## config.mk

```make
export PLATFORM = sky130hd
export DESIGN_NAME = cwd_core
export DESIGN_NICKNAME = d
export VERILOG_FILES = /design/src/cwd_pkg.sv /design/src/cwd_core.sv /design/src/cwd_sync.sv /design/src/cwd_dbc.sv
export VERILOG_INCLUDE_DIRS = /design/src
export SDC_FILE = /design/constraint.sdc
export NUM_CORES = 1
export LEC_CHECK = 0
export BUFFER_PORTS_ARGS = -buffer_cell sky130_fd_sc_hd__clkbuf_2
export CAP_MARGIN = 40
export CELL_PAD_IN_SITES_DETAIL_PLACEMENT = 0
export CELL_PAD_IN_SITES_GLOBAL_PLACEMENT = 1
export CORE_MARGIN = 3
export CORE_UTILIZATION = 33
export CTS_BUF_LIST = sky130_fd_sc_hd__clkbuf_4 sky130_fd_sc_hd__clkbuf_8
export CTS_CLUSTER_DIAMETER = 80
export DETAILED_ROUTE_END_ITERATION = 10
export PLACE_DENSITY = 0.65
export SYNTH_ARGS = -nofsm -noshare
export SYNTH_HDL_FRONTEND = slang
export SYNTH_SLANG_ARGS = --single-unit
```

## constraint.sdc

```tcl
create_clock -name core_clk_i -period 3 [get_ports core_clk_i]
set_input_delay 0.45 -clock core_clk_i [delete_from_list [all_inputs] [get_ports core_clk_i]]
set_output_delay 0.45 -clock core_clk_i [all_outputs]
set_load 0.01 [all_outputs]
```

## src/cwd_defines.svh

```systemverilog
// Register offsets, field positions and reset values of the dead-band unit
`ifndef CWD_DEFINES_SVH
`define CWD_DEFINES_SVH
`define CWD_ADDR_W      3
`define CWD_REG_CON0    3'h0
`define CWD_REG_POL     3'h1
`define CWD_REG_DAT     3'h2
`define CWD_REG_CLK     3'h3
`define CWD_REG_DBR     3'h4
`define CWD_REG_DBF     3'h5
`define CWD_REG_OVR     3'h6
`define CWD_REG_STAT    3'h7
`define CWD_EN_BIT      7
`define CWD_LD_BIT      6
`define CWD_CS_BIT      0
`define CWD_OVR_HIZ_BIT 1
`define CWD_NSRC        14
`define CWD_SYNC_W      15
`define CWD_DB_W        6
`define CWD_RST_BYTE    8'h00
`define CWD_RST_DB      6'h00
`endif

```

## src/cwd_pkg.sv

```systemverilog
// Types shared by the dead-band unit modules
package cwd_pkg;
	// Operating modes, binary codes
	typedef enum logic [2:0] {
		CWD_M_ASTEER = 3'b000,
		CWD_M_SSTEER = 3'b001,
		CWD_M_FWD    = 3'b010,
		CWD_M_REV    = 3'b011,
		CWD_M_HALF   = 3'b100,
		CWD_M_PUSH   = 3'b101
	} cwd_mode_t;
	// Register port request
	typedef struct packed {
		logic [2:0] addr;
		logic [7:0] wdata;
		logic       we;
		logic       re;
	} cwd_bus_req_t;
	// Four output levels with their enables
	typedef struct packed {
		logic [3:0] lvl;
		logic [3:0] oe;
	} cwd_drive_t;
	// Dead-band counter state
	typedef struct packed {
		logic [5:0] cnt;
		logic       done;
	} cwd_dbc_st_t;
	// Synchroniser state: 14 sources plus the oscillator
	typedef struct packed {
		logic [14:0] meta;
		logic [14:0] sync;
	} cwd_sync_st_t;
endpackage

```

## src/cwd_core.sv

```systemverilog
// Dead-band core of the complementary waveform generator
`timescale 1ns/1ps
`include "cwd_defines.svh"
module cwd_core import cwd_pkg::*; (
	input  wire logic         core_clk_i,    // 40 MHz system clock
	input  wire logic         rst_i,         // Synchronous, active high
	input  wire cwd_bus_req_t bus_i,         // Register port request
	output logic        [7:0] rdata_o,       // Read data, next cycle
	input  wire logic  [13:0] src_i,         // On-chip data sources
	input  wire logic         osc_clk_i,     // 16 MHz fast oscillator
	input  wire logic         sleep_i,       // Device in sleep
	input  wire logic         shutdown_i,    // Shutdown from outside
	output logic              osc_keep_on_o, // Keep oscillator running
	output cwd_drive_t        drive_o        // Four output drives
);
	////////////////////////////////////////////////////////////////////
	// State
	typedef struct packed {
		logic       en;       // Module enable
		logic       en_prev;  // Enable one cycle ago
		logic       ld;       // Buffer-load request pending
		logic       ld_armed; // Falling edge seen after request
		cwd_mode_t  mode;     // Operating mode
		logic [3:0] pol;      // Output polarity bits
		logic [3:0] sel;      // Input source select
		logic       cs;       // Dead-band clock select
		logic [5:0] dbr_buf;  // Rising count, written value
		logic [5:0] dbf_buf;  // Falling count, written value
		logic [5:0] dbr_act;  // Rising count in use
		logic [5:0] dbf_act;  // Falling count in use
		logic [3:0] ovr;      // Override levels, BD then AC
		logic [7:0] rdata;    // Read data register
		logic       dat;      // Data input, previous cycle
		logic       osc_prev; // Oscillator, previous cycle
		logic       rev;      // Full-bridge direction in force
		logic       fb_ok;    // Direction dead band satisfied
		logic       pp;       // Push-pull: current pulse on B
		logic       keep_on;  // Oscillator keep-on request
		cwd_drive_t drv;      // Registered output drives
	} cwd_st_t;

	cwd_st_t     q;        // Register state
	cwd_st_t     d;        // Next state
	logic [14:0] sync;     // Synchronised sources and oscillator
	logic        din;      // Selected data input
	logic        rise;     // Data rising edge
	logic        fall;     // Data falling edge
	logic        tick;     // Dead-band clock edge
	logic        is_fb;    // Full-bridge mode
	logic        is_half;  // Half-bridge mode
	logic        new_rev;  // Direction asked by the mode
	logic        rev_now;  // Direction in force this cycle
	logic        sw;       // Direction switch at this edge
	logic        fbok_now; // Dead band satisfied this cycle
	logic        r_start;  // Rising counter start
	logic        r_hold;   // Rising counter hold
	logic        f_start;  // Falling counter start
	logic        f_hold;   // Falling counter hold
	logic        r_done;   // Rising dead band elapsed
	logic        f_done;   // Falling dead band elapsed
	logic        pp_now;   // Push-pull steering this cycle
	logic        xfer;     // Buffered counts move to active
	logic        ld_set;   // Software asks for a load
	logic        wr;       // Any register write
	logic [3:0]  w;        // Waveform, active high, before polarity
	logic [1:0]  lv;       // Override field of one output

	////////////////////////////////////////////////////////////////////
	// Input synchronisers and counters

	// Data sources and the oscillator pass two flip-flops first; sleep and shutdown do not
	cwd_sync u_sync (
		.core_clk_i (core_clk_i),
		.rst_i      (rst_i),
		.async_i    ({osc_clk_i, src_i}),
		.sync_o     (sync)
	);

	// Rising-edge dead-band counter
	cwd_dbc u_dbr (
		.core_clk_i (core_clk_i),
		.rst_i      (rst_i),
		.start_i    (r_start),
		.hold_i     (r_hold),
		.tick_i     (tick),
		.limit_i    (q.dbr_act),
		.done_o     (r_done)
	);

	// Falling-edge dead-band counter
	cwd_dbc u_dbf (
		.core_clk_i (core_clk_i),
		.rst_i      (rst_i),
		.start_i    (f_start),
		.hold_i     (f_hold),
		.tick_i     (tick),
		.limit_i    (q.dbf_act),
		.done_o     (f_done)
	);

	////////////////////////////////////////////////////////////////////
	// Edge, clock and direction decode
	always_comb begin
		// Codes 14 and 15 select no source and read low
		din = (q.sel < 4'hE) ? sync[q.sel] : 1'b0;
		rise = din && !q.dat;
		fall = !din && q.dat;
		// System clock ticks every cycle; oscillator on its edge
		tick = q.cs ? (sync[14] && !q.osc_prev) : 1'b1;
		is_fb = (q.mode == CWD_M_FWD) || (q.mode == CWD_M_REV);
		is_half = (q.mode == CWD_M_HALF);
		new_rev = (q.mode == CWD_M_REV);
		// While enabled, direction follows the mode only at a data rising edge
		sw = q.en && is_fb && rise && (new_rev != q.rev);
		rev_now = sw ? new_rev : q.rev;
		fbok_now = sw ? 1'b0 : q.fb_ok;
		pp_now = rise ? !q.pp : q.pp;
	end

	////////////////////////////////////////////////////////////////////
	// Counter steering per mode
	always_comb begin
		r_start = 1'b0;
		r_hold = 1'b0;
		f_start = 1'b0;
		f_hold = 1'b0;
		if (q.en && is_half) begin
			// Rising band on data rise, falling band on data fall
			r_start = rise;
			r_hold = din;
			f_start = fall;
			f_hold = !din;
		end else if (q.en && is_fb) begin
			// Only after a direction change, on the modulated pulse
			r_start = rise;
			r_hold = din && rev_now && !fbok_now;
			f_start = rise;
			f_hold = din && !rev_now && !fbok_now;
		end
		// Push-pull and steering leave both counters idle
	end

	////////////////////////////////////////////////////////////////////
	// Waveform per mode, active high
	always_comb begin
		w = 4'h0;
		case (q.mode)
			CWD_M_HALF: begin
				// True and inverted copies with dead band
				w[0] = din && r_done;
				w[1] = !din && f_done;
				w[2] = w[0];
				w[3] = w[1];
			end
			CWD_M_FWD, CWD_M_REV: begin
				if (rev_now) begin
					// C on, B modulated, A and D off
					w[2] = 1'b1;
					w[1] = din && (fbok_now || r_done);
				end else begin
					// A on, D modulated, B and C off
					w[0] = 1'b1;
					w[3] = din && (fbok_now || f_done);
				end
			end
			CWD_M_PUSH: begin
				// Alternate pulses, first one on A, no dead band
				w[0] = din && !pp_now;
				w[1] = din && pp_now;
				w[2] = w[0];
				w[3] = w[1];
			end
			CWD_M_ASTEER, CWD_M_SSTEER: begin
				// Steering selection lives outside; all follow data
				w = {4{din}};
			end
			default: begin
				w = 4'h0;
			end
		endcase
	end

	////////////////////////////////////////////////////////////////////
	// Next state: registers, load buffer, outputs
	always_comb begin
		d = q;
		lv = 2'b00;
		wr = bus_i.we;
		d.en_prev = q.en;
		d.dat = din;
		d.osc_prev = sync[14];
		// Register writes
		if (wr) begin
			case (bus_i.addr)
				`CWD_REG_CON0: begin
					d.en = bus_i.wdata[`CWD_EN_BIT];
					d.mode = cwd_mode_t'(bus_i.wdata[2:0]);
				end
				`CWD_REG_POL: d.pol = bus_i.wdata[3:0];
				`CWD_REG_DAT: d.sel = bus_i.wdata[3:0];
				`CWD_REG_CLK: d.cs = bus_i.wdata[`CWD_CS_BIT];
				`CWD_REG_DBR: d.dbr_buf = bus_i.wdata[5:0];
				`CWD_REG_DBF: d.dbf_buf = bus_i.wdata[5:0];
				`CWD_REG_OVR: d.ovr = bus_i.wdata[3:0];
				default: begin
					// Status and unmapped: writes ignored
				end
			endcase
		end
		// Disabled: write goes straight to the active count
		if (!q.en && wr && (bus_i.addr == `CWD_REG_DBR)) begin
			d.dbr_act = bus_i.wdata[5:0];
		end
		if (!q.en && wr && (bus_i.addr == `CWD_REG_DBF)) begin
			d.dbf_act = bus_i.wdata[5:0];
		end
		// Enabled: request, then falling edge, then rising edge
		ld_set = q.en && wr && (bus_i.addr == `CWD_REG_CON0) &&
			bus_i.wdata[`CWD_LD_BIT];
		xfer = q.ld && q.ld_armed && rise;
		if (xfer) begin
			d.dbr_act = q.dbr_buf;
			d.dbf_act = q.dbf_buf;
		end
		// Hardware clear loses to a fresh request
		d.ld = q.en && (ld_set || (q.ld && !xfer));
		if (!d.ld || xfer) begin
			d.ld_armed = 1'b0;
		end else if (q.ld && fall) begin
			d.ld_armed = 1'b1;
		end
		// Direction state and push-pull sequencer
		if (q.en) begin
			d.rev = rev_now;
			d.pp = pp_now;
			d.fb_ok = fbok_now || (rev_now ? r_done : f_done);
		end else begin
			// First entry into a direction needs no dead band
			d.rev = new_rev;
			d.pp = 1'b1;
			d.fb_ok = 1'b1;
		end
		// Keep the oscillator alive through sleep
		d.keep_on = q.en && q.cs && sleep_i;
		// Output drive
		d.drv.oe = 4'hF;
		if (!q.en || !q.en_prev) begin
			// Cleared drive while off and on the first enabled cycle
			d.drv.lvl = 4'h0;
		end else if (shutdown_i) begin
			// Override pairs A/C and B/D, no polarity
			for (int i = 0; i < 4; i++) begin
				lv = (i % 2 == 0) ? q.ovr[1:0] : q.ovr[3:2];
				d.drv.lvl[i] = lv[0];
				d.drv.oe[i] = !lv[`CWD_OVR_HIZ_BIT];
			end
		end else begin
			// Set polarity bit inverts to active-low
			d.drv.lvl = w ^ q.pol;
		end
		// Read data, valid in the cycle after the strobe
		d.rdata = 8'h00;
		if (bus_i.re) begin
			case (bus_i.addr)
				`CWD_REG_CON0: d.rdata = {q.en, q.ld, 3'b000, q.mode};
				`CWD_REG_POL: d.rdata = {4'h0, q.pol};
				`CWD_REG_DAT: d.rdata = {4'h0, q.sel};
				`CWD_REG_CLK: d.rdata = {7'h00, q.cs};
				`CWD_REG_DBR: d.rdata = {2'b00, q.dbr_buf};
				`CWD_REG_DBF: d.rdata = {2'b00, q.dbf_buf};
				`CWD_REG_OVR: d.rdata = {4'h0, q.ovr};
				`CWD_REG_STAT: d.rdata = {4'h0, q.ld_armed, q.fb_ok,
					q.rev, q.dat};
				default: d.rdata = 8'h00;
			endcase
		end
	end

	////////////////////////////////////////////////////////////////////
	// State register, synchronous reset
	// Data is sampled, so the seen band is N to N+1 periods
	always_ff @(posedge core_clk_i) begin
		if (rst_i) begin
			q <= '0;
			q.mode <= CWD_M_ASTEER;
			q.dbr_buf <= `CWD_RST_DB;
			q.dbf_buf <= `CWD_RST_DB;
			q.dbr_act <= `CWD_RST_DB;
			q.dbf_act <= `CWD_RST_DB;
			q.rdata <= `CWD_RST_BYTE;
			q.pp <= 1'b1;
			q.fb_ok <= 1'b1;
			q.drv.oe <= 4'hF;
		end else begin
			q <= d;
		end
	end

	assign rdata_o = q.rdata;
	assign osc_keep_on_o = q.keep_on;
	assign drive_o = q.drv;
endmodule

```

## src/cwd_sync.sv

```systemverilog
// Two-stage synchroniser bank for the asynchronous inputs
`timescale 1ns/1ps
`include "cwd_defines.svh"
module cwd_sync import cwd_pkg::*; (
	input  wire logic        core_clk_i,
	input  wire logic        rst_i,
	input  wire logic [14:0] async_i,
	output logic      [14:0] sync_o
);
	cwd_sync_st_t st_q; // Register state
	cwd_sync_st_t st_d; // Next state
	genvar        gi;

	// Per bit: first stage feeds only the second stage
	generate
		for (gi = 0; gi < `CWD_SYNC_W; gi++) begin : g_bit
			assign st_d.meta[gi] = async_i[gi];
			assign st_d.sync[gi] = st_q.meta[gi];
		end
	endgenerate

	// State register, synchronous reset
	always_ff @(posedge core_clk_i) begin
		if (rst_i) begin
			st_q <= '0;
		end else begin
			st_q <= st_d;
		end
	end

	assign sync_o = st_q.sync;
endmodule

```

## src/cwd_dbc.sv

```systemverilog
// One 6-bit dead-band counter with abort on input reversal
`timescale 1ns/1ps
module cwd_dbc import cwd_pkg::*; (
	input  wire logic       core_clk_i,
	input  wire logic       rst_i,
	input  wire logic       start_i,  // Edge of the data input
	input  wire logic       hold_i,   // Level still calls for the output
	input  wire logic       tick_i,   // Dead-band clock rising edge
	input  wire logic [5:0] limit_i,  // Active count value
	output logic            done_o    // Dead band elapsed
);
	cwd_dbc_st_t st_q; // Register state
	cwd_dbc_st_t st_d; // Next state

	// Count from zero on each tick until the limit is met
	always_comb begin
		st_d = st_q;
		if (!hold_i || start_i) begin
			// Reversal aborts, edge restarts from zero
			st_d.cnt  = '0;
			st_d.done = 1'b0;
		end else if (tick_i && !st_q.done) begin
			st_d.cnt  = st_q.cnt + 6'h01;
			st_d.done = ((st_q.cnt + 6'h01) == limit_i);
		end
	end

	// State register, synchronous reset
	always_ff @(posedge core_clk_i) begin
		if (rst_i) begin
			st_q <= '0;
		end else begin
			st_q <= st_d;
		end
	end

	// Zero count means no dead band at all
	assign done_o = hold_i && (st_q.done || (limit_i == 6'h00));
endmodule

```

==> results.json, run 1 <==
{
  "cts_buffers": 9,
  "power_frac_seq_pct": 57.3,
  "rows": 44,
  "dr_wl_met2_um": 5450,
  "crit_required_ns": 3.25,
  "first_global_vias": 3731,
  "wl_met3_um": 619,
  "finalSetupTns_ns": 0,
  "finClkSkew_ns": 0.0125,
  "start_kind": "flop",
  "first_pass_iters": 5,
  "worstPathCellList": "mux2_2 -> a2bb2oi_1 -> a21oi_2 -> o41a_4 -> a211oi_4 -> mux2i_1 -> o2111ai_1",
  "top_layer_used": "met4",
  "fp.coreArea_mm2": 0.0146,
  "cp-end-kind": "flop",
  "synthCells": 537,
  "die_h_um": 128,
  "combPwrFrac_pct": 7.3,
  "num_vias": 3733,
  "drt-met1-wl_um": 5490,
  "slowest_delay_ns": 0.54,
  "die_area_mm2": 0.0165,
  "outcome": "completed",
  "peakVddDrop_v": 0.000251,
  "antenna_found_initial": 0,
  "pwr-share-clk_pct": 35.4,
  "vias_per_cell": 4.98,
  "worstPathArrival_ns": 2.76,
  "gp_congestion": 0.838,
  "final_antenna_net_count": 0,
  "grt_pass1_wl_um": 19700,
  "grt_max_degree": 79,
  "p_int_mw": 1.95,
  "switching_power_mw": 0.652,
  "switching_share_pct": 25.1,
  "rsz0062_at_grt": "false",
  "drv_slew": 0,
  "yosys-top-cells-area": "dfxtp_1, mux2i_1, nor2_1, nor2b_1, xor2_1",
  "syn_area_mm2": 0.00494,
  "synth-edff-count": 0,
  "cts.sink_count": 108,
  "synthTopCellsByCount": "dfxtp_1, nor2_1, mux2i_1",
  "cts_tree": "done",
  "cts.clk_slew.worst_paths_ns": 0.10,
  "synth-main-ff-cell": "dfxtp_1",
  "fmax_mhz": 398,
  "maxCapViolCount": 0,
  "wirelength_um": 11800,
  "synth_top_area_share_pct": 43.8,
  "die_x_um": 128,
  "min_path_type": "in -> reg",
  "cp_top_family": "compound AO/OA/AOI/OAI gates",
  "crit_cells": 7,
  "setup_viol": 0,
  "critPathKind": "reg -> reg",
  "ff2ff_path_depth": 7,
  "drc_errors": 0,
  "hold_buffers": 0,
  "grt-ovfl-total": 0,
  "final_area_mm2": 0.00543,
  "grt_usage_pct": 15.1,
  "clockBufferDepth": 2,
  "power_density_mw_per_mm2": 478,
  "multi_input_area_mm2": 0.00251,
  "synth_cell_types": 60,
  "p_leak_nw": 2.14,
  "initial_core_util_pct": 33.9,
  "seqCellArea_mm2": 0.00216,
  "async_flop_share_pct": 0,
  "wl_per_cell_um": 15.8,
  "layout-drive-gt1-share_pct": 15.4,
  "crit_slowest_cell": "dfxtp_1",
  "cts_resized": 0,
  "fin_nets": 594,
  "io_pins": 49,
  "hold_depth": 2,
  "ys_seq_area_share_pct": 43.8,
  "root_buffer": "clkbuf_8",
  "fin_crit_sh_pct": 83.8,
  "hold_violations": 0,
  "clk_latency_ns": 0.38,
  "antenna_cells": 0,
  "critPathBufInv": 0,
  "synthToLayoutAreaGrowth_pct": 10.0,
  "fillCellCount": 1510,
  "syn_nets": 571,
  "synth_top_area_cell": "dfxtp_1",
  "avgSynthCellArea_um2": 9.20,
  "cts_max_level": 3,
  "min_period_ns": 2.51,
  "post-dp-hpwl_um": 8690,
  "slew_headroom_pct": 46.7,
  "dpl_cell_area_mm2": 0.00523,
  "yosysWarnings": 0,
  "critPathMaxFanout": 8,
  "yosysMostFrequentCell": "dfxtp_1",
  "port_buffers": 48,
  "post_cts_buffers": 0,
  "ys_ff_latch": 108,
  "worstMarginPinSlew_ns": 0.799,
  "drtIter0Drc": 223
}
worst register-to-register path, delay by kind of cell, from the launching register on:
kind / cells / cell delay (ns)
mux: 2 / 0.51
compound gates: 5 / 1.32
flops: 1 / 0.54
layer usage:
layer | GRT usage [%] | up-vias
li1 | - | 1890
met1 | 20.2 | 1744
met2 | 23.9 | 82
met3 | 2.95 | 17
met4 | 6.30 | 0
met5 | 0 | -
layout make-up:
type	count	share of cell area, %
Multi-Input combinational cell	377	46.1
Sequential cell	108	39.8
Timing Repair Buffer	56	5.53
Tap cell	184	4.24
Clock buffer	9	2.28
Clock inverter	7	1.47
Inverter	8	0.553
state kept, by name, summed over array words and instances, names as in the netlist, 6 cells and up:
name and cells:
drive_o 6, q 48, rdata_o 8, u_dbf.st_q 7, u_dbr.st_q 7, u_sync.st_d 15
u_sync.sync_o 15
final timing paths:
kind | endpoint | slack (ns) | from
hold reg to reg | drive_o[1]$_SDFF_PP1_ | 0.41 | q[25]$_SDFFE_PP0P_
setup / recovery | drive_o[4]$_SDFF_PP0_ | 0.49 | q[54]$_SDFFE_PP0P_
hold / removal | u_sync.st_d[5]$_SDFF_PP0_ | 0.27 | src_i[5]
setup reg to reg | drive_o[4]$_SDFF_PP0_ | 0.49 | q[54]$_SDFFE_PP0P_
cells in the final DEF, fill, tap and decap left out, types with 15 or more instances in the layout:
cell type / instances
nor2_1: 81
nor2b_1: 37
clkbuf_2: 48
o21ai_0: 15
a211oi_1: 18
dfxtp_1: 108
nand2_1: 26
mux2i_1: 48
xor2_1: 16
a21oi_1: 19
kinds of logic after synthesis:
kind of cell / Yosys count / synth area share, %
and+or+nand+nor: 210 / 21.3
xor gates and xnor gates: 28 / 4.97
DFF: 108 / 43.8
muxes: 55 / 12.2
buffers and inverters: 52 / 5.45
AOI/OAI and AO/OA: 81 / 11.6
adders and majority gates: 3 / 0.709
power groups by stage:
stage               Combinational (mW)  Sequential (mW)  Clock, mW
floorplan                        0.135             1.51          0
global placement                 0.191             1.52          0
detailed placement               0.192             1.52          0
CTS                              0.193             1.49      0.951
global route                     0.214             1.49       1.01
finish                           0.191             1.49      0.919
stage by stage:
| step | setup slack, ns | util [%] | instances | hold WS, ns | power [mW] |
|---|---|---|---|---|---|
| after floorplan | 0.837 | - | 537 | 0.368 | 1.65 |
| after global placement | 0.581 | 35.8 | 733 | 0.383 | 1.71 |
| after detailed placement | 0.510 | 35.8 | 733 | 0.390 | 1.71 |
| after CTS | 0.480 | 37.2 | 749 | 0.244 | 2.63 |
| after global routing | 0.293 | 37.2 | 749 | 0.250 | 2.72 |
| final | 0.487 | 37.2 | 749 | 0.271 | 2.60 |
Power figures use the tool's default switching activity.
==> run 2, diff against run 1 <==
--- a/config.mk
+++ b/config.mk
@@ -6,6 +6,7 @@
 export SDC_FILE = /design/constraint.sdc
 export NUM_CORES = 1
 export LEC_CHECK = 0
+export ABC_AREA = 1
 export BUFFER_PORTS_ARGS = -buffer_cell sky130_fd_sc_hd__clkbuf_2
 export CAP_MARGIN = 40
 export CELL_PAD_IN_SITES_DETAIL_PLACEMENT = 0
@@ -15,7 +16,7 @@
 export CTS_BUF_LIST = sky130_fd_sc_hd__clkbuf_4 sky130_fd_sc_hd__clkbuf_8
 export CTS_CLUSTER_DIAMETER = 80
 export DETAILED_ROUTE_END_ITERATION = 10
-export PLACE_DENSITY = 0.65
+export PLACE_DENSITY = 0.7
 export SYNTH_ARGS = -nofsm -noshare
 export SYNTH_HDL_FRONTEND = slang
 export SYNTH_SLANG_ARGS = --single-unit
==> constraint.sdc (replaced) <==
create_clock -name core_clk_i -period 2.2 [get_ports core_clk_i]
set_input_delay 0.33 -clock core_clk_i [delete_from_list [all_inputs] [get_ports core_clk_i]]
set_output_delay 0.33 -clock core_clk_i [all_outputs]
set_load 0.01 [all_outputs]
==> run 2 against run 1 <==
Die area shrank 1.4%. Clock skew is essentially flat. Synthesized area shrank 1.5%. Via count grew 10%. Total power grew 37%. Wire length shrank 0.77%. Non-clock buffer count grew 21. First-iteration DRC count grew 17%. Flip-flop and latch count is the same. Clock-buffer cell count is the same. Sequential share of layout area shrank 1.6 points.
==> results.json, run 2 <==
{
  "power_density_mw_per_mm2": 628,
  "layoutNonFillerInstCount": 891,
  "cts.clk_slew.worst_paths_ns": 0.11,
  "fmax_mhz": 484,
  "finClkSkew_ns": 0.0124,
  "root_buffer": "clkbuf_8",
  "peakVddDrop_v": 0.000408,
  "cts.sink_count": 108,
  "yosysWarnings": 0,
  "grt-ovfl-total": 0,
  "vias_per_cell": 4.61,
  "port_buffers": 48,
  "synth_compound_gate_area_share_pct": 16.0,
  "slew_headroom_pct": 66.2,
  "power_frac_seq_pct": 57.0,
  "synth_top_family_by_area": "simple AND/OR/NAND/NOR gates",
  "fp.coreArea_mm2": 0.0141,
  "grt_use_met2_pct": 22.5,
  "worstPathArrival_ns": 2.38,
  "p_int_mw": 2.57,
  "first_global_vias": 3837,
  "fillCellCount": 1480,
  "first_pass_iters": 5,
  "pwr-share-clk_pct": 33.5,
  "synth-xor-area-share_pct": 3.76,
  "gp_congestion": 0.884,
  "fin_crit_sh_pct": 94.0,
  "p_leak_nw": 2.46,
  "async_flop_share_pct": 0,
  "synth_top_area_cell": "dfxtp_1",
  "die_x_um": 127,
  "antenna_cells": 0,
  "drc_errors": 0,
  "gr-usage-met1_pct": 19.8,
  "crit_required_ns": 2.51,
  "totalPowerFinal_mw": 3.56,
  "grt_max_degree": 42,
  "clockBufferDepth": 2,
  "outcome": "completed",
  "yosys.area_share.adder_pct": 0.514,
  "io_pins": 49,
  "layout-drive-gt1-share_pct": 21.0,
  "drv_slew": 0,
  "post-dp-hpwl_um": 8840,
  "switching_share_pct": 27.8,
  "synth.area.mux_share_pct": 0,
  "finalSetupTns_ns": 0,
  "synthToLayoutAreaGrowth_pct": 16.6,
  "avgSynthCellArea_um2": 7.48,
  "seqCellArea_mm2": 0.00217,
  "grt_pass1_wl_um": 19100,
  "antenna_found_initial": 0,
  "fin_hold_ws_ns": 0.111,
  "ys_seq_area_share_pct": 44.4,
  "min_path_type": "in -> reg",
  "start_kind": "flop",
  "switching_power_mw": 0.989,
  "grt.busiest_layer": "met2",
  "utilization_pct": 40.1,
  "grt.met3_usage_pct": 4.22,
  "hold_buffers": 0,
  "top_register": "q",
  "cts_max_level": 3,
  "die_area_mm2": 0.0162,
  "rsz0062_at_grt": "true",
  "maxCapViolCount": 0,
  "ys_ff_latch": 108,
  "yosysMostFrequentCell": "inv_1",
  "mostFrequentLayoutCell": "inv_1",
  "rows": 43,
  "worstMarginPinSlew_ns": 0.502,
  "dp_cells": 868,
  "wirelength_um": 11700,
  "setup_viol": 0,
  "min_period_ns": 2.07,
  "yosys-top-cells-area": "dfxtp_1, inv_1, nand2_1, nor2_1, o21ai_0",
  "syn_nets": 684,
  "grt_usage_pct": 14.7,
  "initial_core_util_pct": 34.4,
  "cp-end-kind": "flop",
  "syn_area_mm2": 0.00486,
  "critPathKind": "reg -> reg",
  "largest_register_ffs": 48,
  "wl_per_cell_um": 13.2,
  "synth_top_area_share_pct": 44.4,
  "combPwrFrac_pct": 9.5,
  "fin_nets": 740,
  "synthSimpleGateAreaFrac_pct": 21.2,
  "drtIter0Drc": 262,
  "final_antenna_net_count": 0,
  "critPathMaxFanout": 8,
  "synth-edff-count": 0,
  "die_h_um": 127,
  "synthCells": 650,
  "cts_tree": "done",
  "cts_buffers": 9,
  "synth-main-ff-cell": "dfxtp_1",
  "synth_cell_types": 45,
  "clk_latency_ns": 0.39,
  "hold_violations": 0,
  "multi_input_area_mm2": 0.00212,
  "final_cell_mix": "inv_1, dfxtp_1, nor2_1",
  "num_vias": 4108,
  "synthTopCellsByCount": "inv_1, dfxtp_1, nand2_1"
}
==> run 2: cell types whose count changed after synthesis, moves of 15 or more <==
cell and change:
nand2_1 +57, o21ai_0 +30, nand3_1 +18, mux2i_1 -48, a21oi_1 +22, a211oi_1 -15
nor2b_1 -37, inv_1 +116, o22ai_1 +18
==> run 2: final timing paths <==
check / start / endpoint / slack, ns / depth (start not counted)
hold / removal: src_i[13] / u_sync.st_d[13]$_SDFF_PP0_ / 0.11 / 3
hold reg to reg: q[23]$_SDFFE_PP0P_ / drive_o[2]$_SDFF_PP1_ / 0.40 / 1
setup / recovery: q[51]$_SDFFE_PP0P_ / u_dbf.st_q[4]$_SDFFE_PP0P_ / 0.13 / 14
setup reg to reg: q[51]$_SDFFE_PP0P_ / u_dbf.st_q[4]$_SDFFE_PP0P_ / 0.13 / 14
==> run 2: kinds of logic (layout without fill, tap and decap cells) <==
kind of cell | Yosys count | count (layout)
adder cells (fa/ha/maj) | 2 | 2
buffers and inverters | 160 | 221
AND/OR/NAND/NOR | 232 | 232
AO/OA/AOI/OAI | 128 | 128
XOR/XNOR | 20 | 20
flip-flops | 108 | 108
==> run 2: repair_timing <==
item | in CTS | in global routing
setup endpoints to repair | 17 | 28
pin swaps | 0 | 8
gates resized for setup | 2 | 32
buffers inserted | 0 | 7
==> run 2: per-stage QoR <==
stage / instance area [µm²] / setup slack, ns
after floorplan: 4860 / 0.319
after global placement: 5310 / 0.0222
after detailed placement: 5310 / -0.0682
after CTS: 5510 / 0.0307
after global routing: 5670 / -0.0497
final: 5670 / 0.132
==> run 2: power by group through the flow <==
stage	combinational, mW	clock [mW]	sequential (mW)
3_3_place_gp	0.311	0	2.07
3_5_place_dp	0.312	0	2.08
6_report	0.340	1.19	2.03
4_1_cts	0.315	1.25	2.03
2_1_floorplan	0.203	0	2.07
5_1_grt	0.383	1.33	2.04
==> run 2: per-layer routing <==
metal | wire (µm) | vias up
met3 | 637 | 12
met4 | 191 | 0
met5 | 0 | -
met1 | 5790 | 1831
li1 | - | 2161
met2 | 5100 | 104
==> run 2: layout make-up <==
type / count / share of cell area, %
sequential: 108 / 38.2
multi-input combinational: 382 / 37.4
inverter: 128 / 8.60
timing repair buffer: 77 / 8.49
tap: 180 / 3.97
clock buffer: 9 / 2.18
clock inverter: 7 / 1.15
==> run 2: critical path: stages, from the launching register on <==
cell and delay [ns]:
dfxtp_4 0.39, or2_1 0.24, o211ai_2 0.07, nand2_2 0.07, nand2_2 0.07, nand2_4 0.11, buf_6 0.14, nand4_2 0.05
nand2_2 0.06, nor2_1 0.08, nand2_1 0.07, nand2_2 0.09, o2111ai_2 0.17, buf_12 0.20, a211oi_2 0.14
==> run 3, diff against run 2 <==
--- a/config.mk
+++ b/config.mk
@@ -17,6 +17,7 @@
 export CTS_CLUSTER_DIAMETER = 80
 export DETAILED_ROUTE_END_ITERATION = 10
 export PLACE_DENSITY = 0.7
+export REMOVE_ABC_BUFFERS = 1
 export SYNTH_ARGS = -nofsm -noshare
 export SYNTH_HDL_FRONTEND = slang
 export SYNTH_SLANG_ARGS = --single-unit
==> run 3 against run 2 <==
Register-to-register slack barely moved. Sequential power hardly changed. Sequential share of layout area hardly changed. Setup slack improved by 0.010 ns. Critical path depth grew 5. Total power up 4.0%. Fmax is 0.49% higher. Flip-flop and latch count did not move. Hold slack improved by 0.011 ns. Non-clock buffer count fell by 5.
==> results.json, run 3 (synthesized netlist as in run 2, its figures left out) <==
{
  "root_buffer": "clkbuf_8",
  "mostFrequentLayoutCell": "inv_1",
  "p_leak_nw": 2.44,
  "layout-drive-gt1-share_pct": 20.5,
  "grt_pass1_wl_um": 19900,
  "clk_latency_ns": 0.39,
  "antenna_found_initial": 0,
  "switching_share_pct": 25.3,
  "die_x_um": 127,
  "slew_headroom_pct": 65.9,
  "io_pins": 49,
  "layoutNonFillerInstCount": 886,
  "final_cell_mix": "inv_1, dfxtp_1, nor2_1",
  "vias_per_cell": 4.65,
  "rsz0062_at_grt": "true",
  "finalSetupTns_ns": 0,
  "p_int_mw": 2.77,
  "pwr-share-clk_pct": 36.4,
  "cts_max_level": 3,
  "outcome": "completed",
  "port_buffers": 48,
  "totalPowerFinal_mw": 3.71,
  "worstMarginPinSlew_ns": 0.512,
  "grt-ovfl-total": 0,
  "grt_max_degree": 33,
  "initial_core_util_pct": 34.4,
  "final_area_mm2": 0.00567,
  "critPathKind": "reg -> reg",
  "peakVddDrop_v": 0.000340,
  "drtIter0Drc": 216,
  "fin_crit_sh_pct": 93.5,
  "power_frac_seq_pct": 54.8,
  "top_register": "q",
  "start_kind": "flop",
  "clockBufferDepth": 2,
  "drc_errors": 0,
  "num_vias": 4117,
  "cts.clk_slew.worst_paths_ns": 0.10,
  "gp_congestion": 0.844,
  "first_global_vias": 4006,
  "fin_nets": 735,
  "first_pass_iters": 4,
  "drv_slew": 0,
  "fmax_mhz": 486,
  "min_period_ns": 2.06,
  "worstPathArrival_ns": 2.34,
  "wirelength_um": 12100,
  "hold_buffers": 0,
  "fp.coreArea_mm2": 0.0141,
  "dpl_cell_area_mm2": 0.00530,
  "antenna_cells": 0,
  "largest_register_ffs": 48,
  "final_antenna_net_count": 0,
  "crit_required_ns": 2.48,
  "min_path_type": "in -> reg",
  "dp_cells": 867,
  "hold_violations": 0,
  "cts_buffers": 9,
  "cts.sink_count": 108,
  "wl_per_cell_um": 13.7,
  "post-dp-hpwl_um": 9410,
  "die_area_mm2": 0.0162,
  "fin_hold_ws_ns": 0.122,
  "power_density_mw_per_mm2": 654,
  "die_h_um": 127,
  "critPathMaxFanout": 9,
  "cts_tree": "done",
  "synthToLayoutAreaGrowth_pct": 16.5,
  "rows": 43,
  "grt_usage_pct": 15.7,
  "cp-end-kind": "flop",
  "combPwrFrac_pct": 8.9,
  "setup_viol": 0,
  "finClkSkew_ns": 0.0189,
  "switching_power_mw": 0.937,
  "maxCapViolCount": 0
}
## run 3: cell count changes in the layout (fill, tap and decap cells not counted), sizes merged
| cell | previous run | this run |
|---|---|---|
| clkinv | 2 | 4 |
| inv | 132 | 128 |
| bufinv | 0 | 2 |
| buf | 29 | 24 |
## run 3: repair_timing
item / CTS / global route
hold endpoints to repair: 0 / 0
setup endpoints to repair: 24 / 30
pin swaps: 0 / 12
resized for setup: 2 / 31
setup buffers: 0 / 3
## run 3: critical path: stages, from the launching register on
cell,delay (ns)
dfxtp_4,0.42
inv_8,0.06
nand2_2,0.05
nand3_2,0.05
nand2_1,0.06
nand2_1,0.04
nand2_1,0.07
nand2_2,0.06
nand2_4,0.15
nand3_4,0.10
nand2_2,0.10
nand2_2,0.06
nor2_2,0.11
nand2_2,0.07
a21boi_2,0.17
nand2_2,0.09
nand3_1,0.09
nand2_1,0.05
nand3_1,0.07
a21oi_1,0.06
## run 3: worst paths after layout
check,start,depth (start not counted),slack [ns],endpoint
setup reg to reg,q[51]$_SDFFE_PP0P_,19,0.14,drive_o[6]$_SDFF_PP0_
hold reg to reg,q[23]$_SDFFE_PP0P_,1,0.40,drive_o[2]$_SDFF_PP1_
setup / recovery,q[51]$_SDFFE_PP0P_,19,0.14,drive_o[6]$_SDFF_PP0_
hold / removal,osc_clk_i,3,0.12,u_sync.st_d[14]$_SDFF_PP0_
## run 3: area by class of cell
| cell class | instances | area [µm²] |
|---|---|---|
| clock buffer | 9 | 124 |
| clock inverter | 7 | 98.8 |
| fill | 1487 | 8480 |
| inverter | 128 | 493 |
| multi-input combinational | 382 | 2130 |
| sequential | 108 | 2170 |
| tap | 180 | 225 |
| timing repair buffer | 72 | 433 |
## run 3: through the flow
step | worst slack [ns] | utilization [%]
floorplan | 0.0558 | -
global placement | -0.00732 | 37.5
detailed placement | -0.0869 | 37.5
CTS | 0.0593 | 39.1
global route | -0.0775 | 40.1
finish | 0.142 | 40.1
## run 3: power groups by stage
stage	clock network (mW)	registers [mW]	logic, mW
5_1_grt	1.47	2.04	0.374
3_5_place_dp	0	2.07	0.314
2_1_floorplan	0	2.07	0.181
6_report	1.35	2.03	0.330
4_1_cts	1.39	2.03	0.316
3_3_place_gp	0	2.07	0.309
## run 3: metal layers
| metal | track usage [%] | routed length [µm] | vias up |
|---|---|---|---|
| met1 | 20.9 | 5730 | 1882 |
| met4 | 5.99 | 263 | 0 |
| li1 | - | - | 2159 |
| met5 | 0 | 0 | - |
| met2 | 24.8 | 5670 | 61 |
| met3 | 3.43 | 455 | 15 |
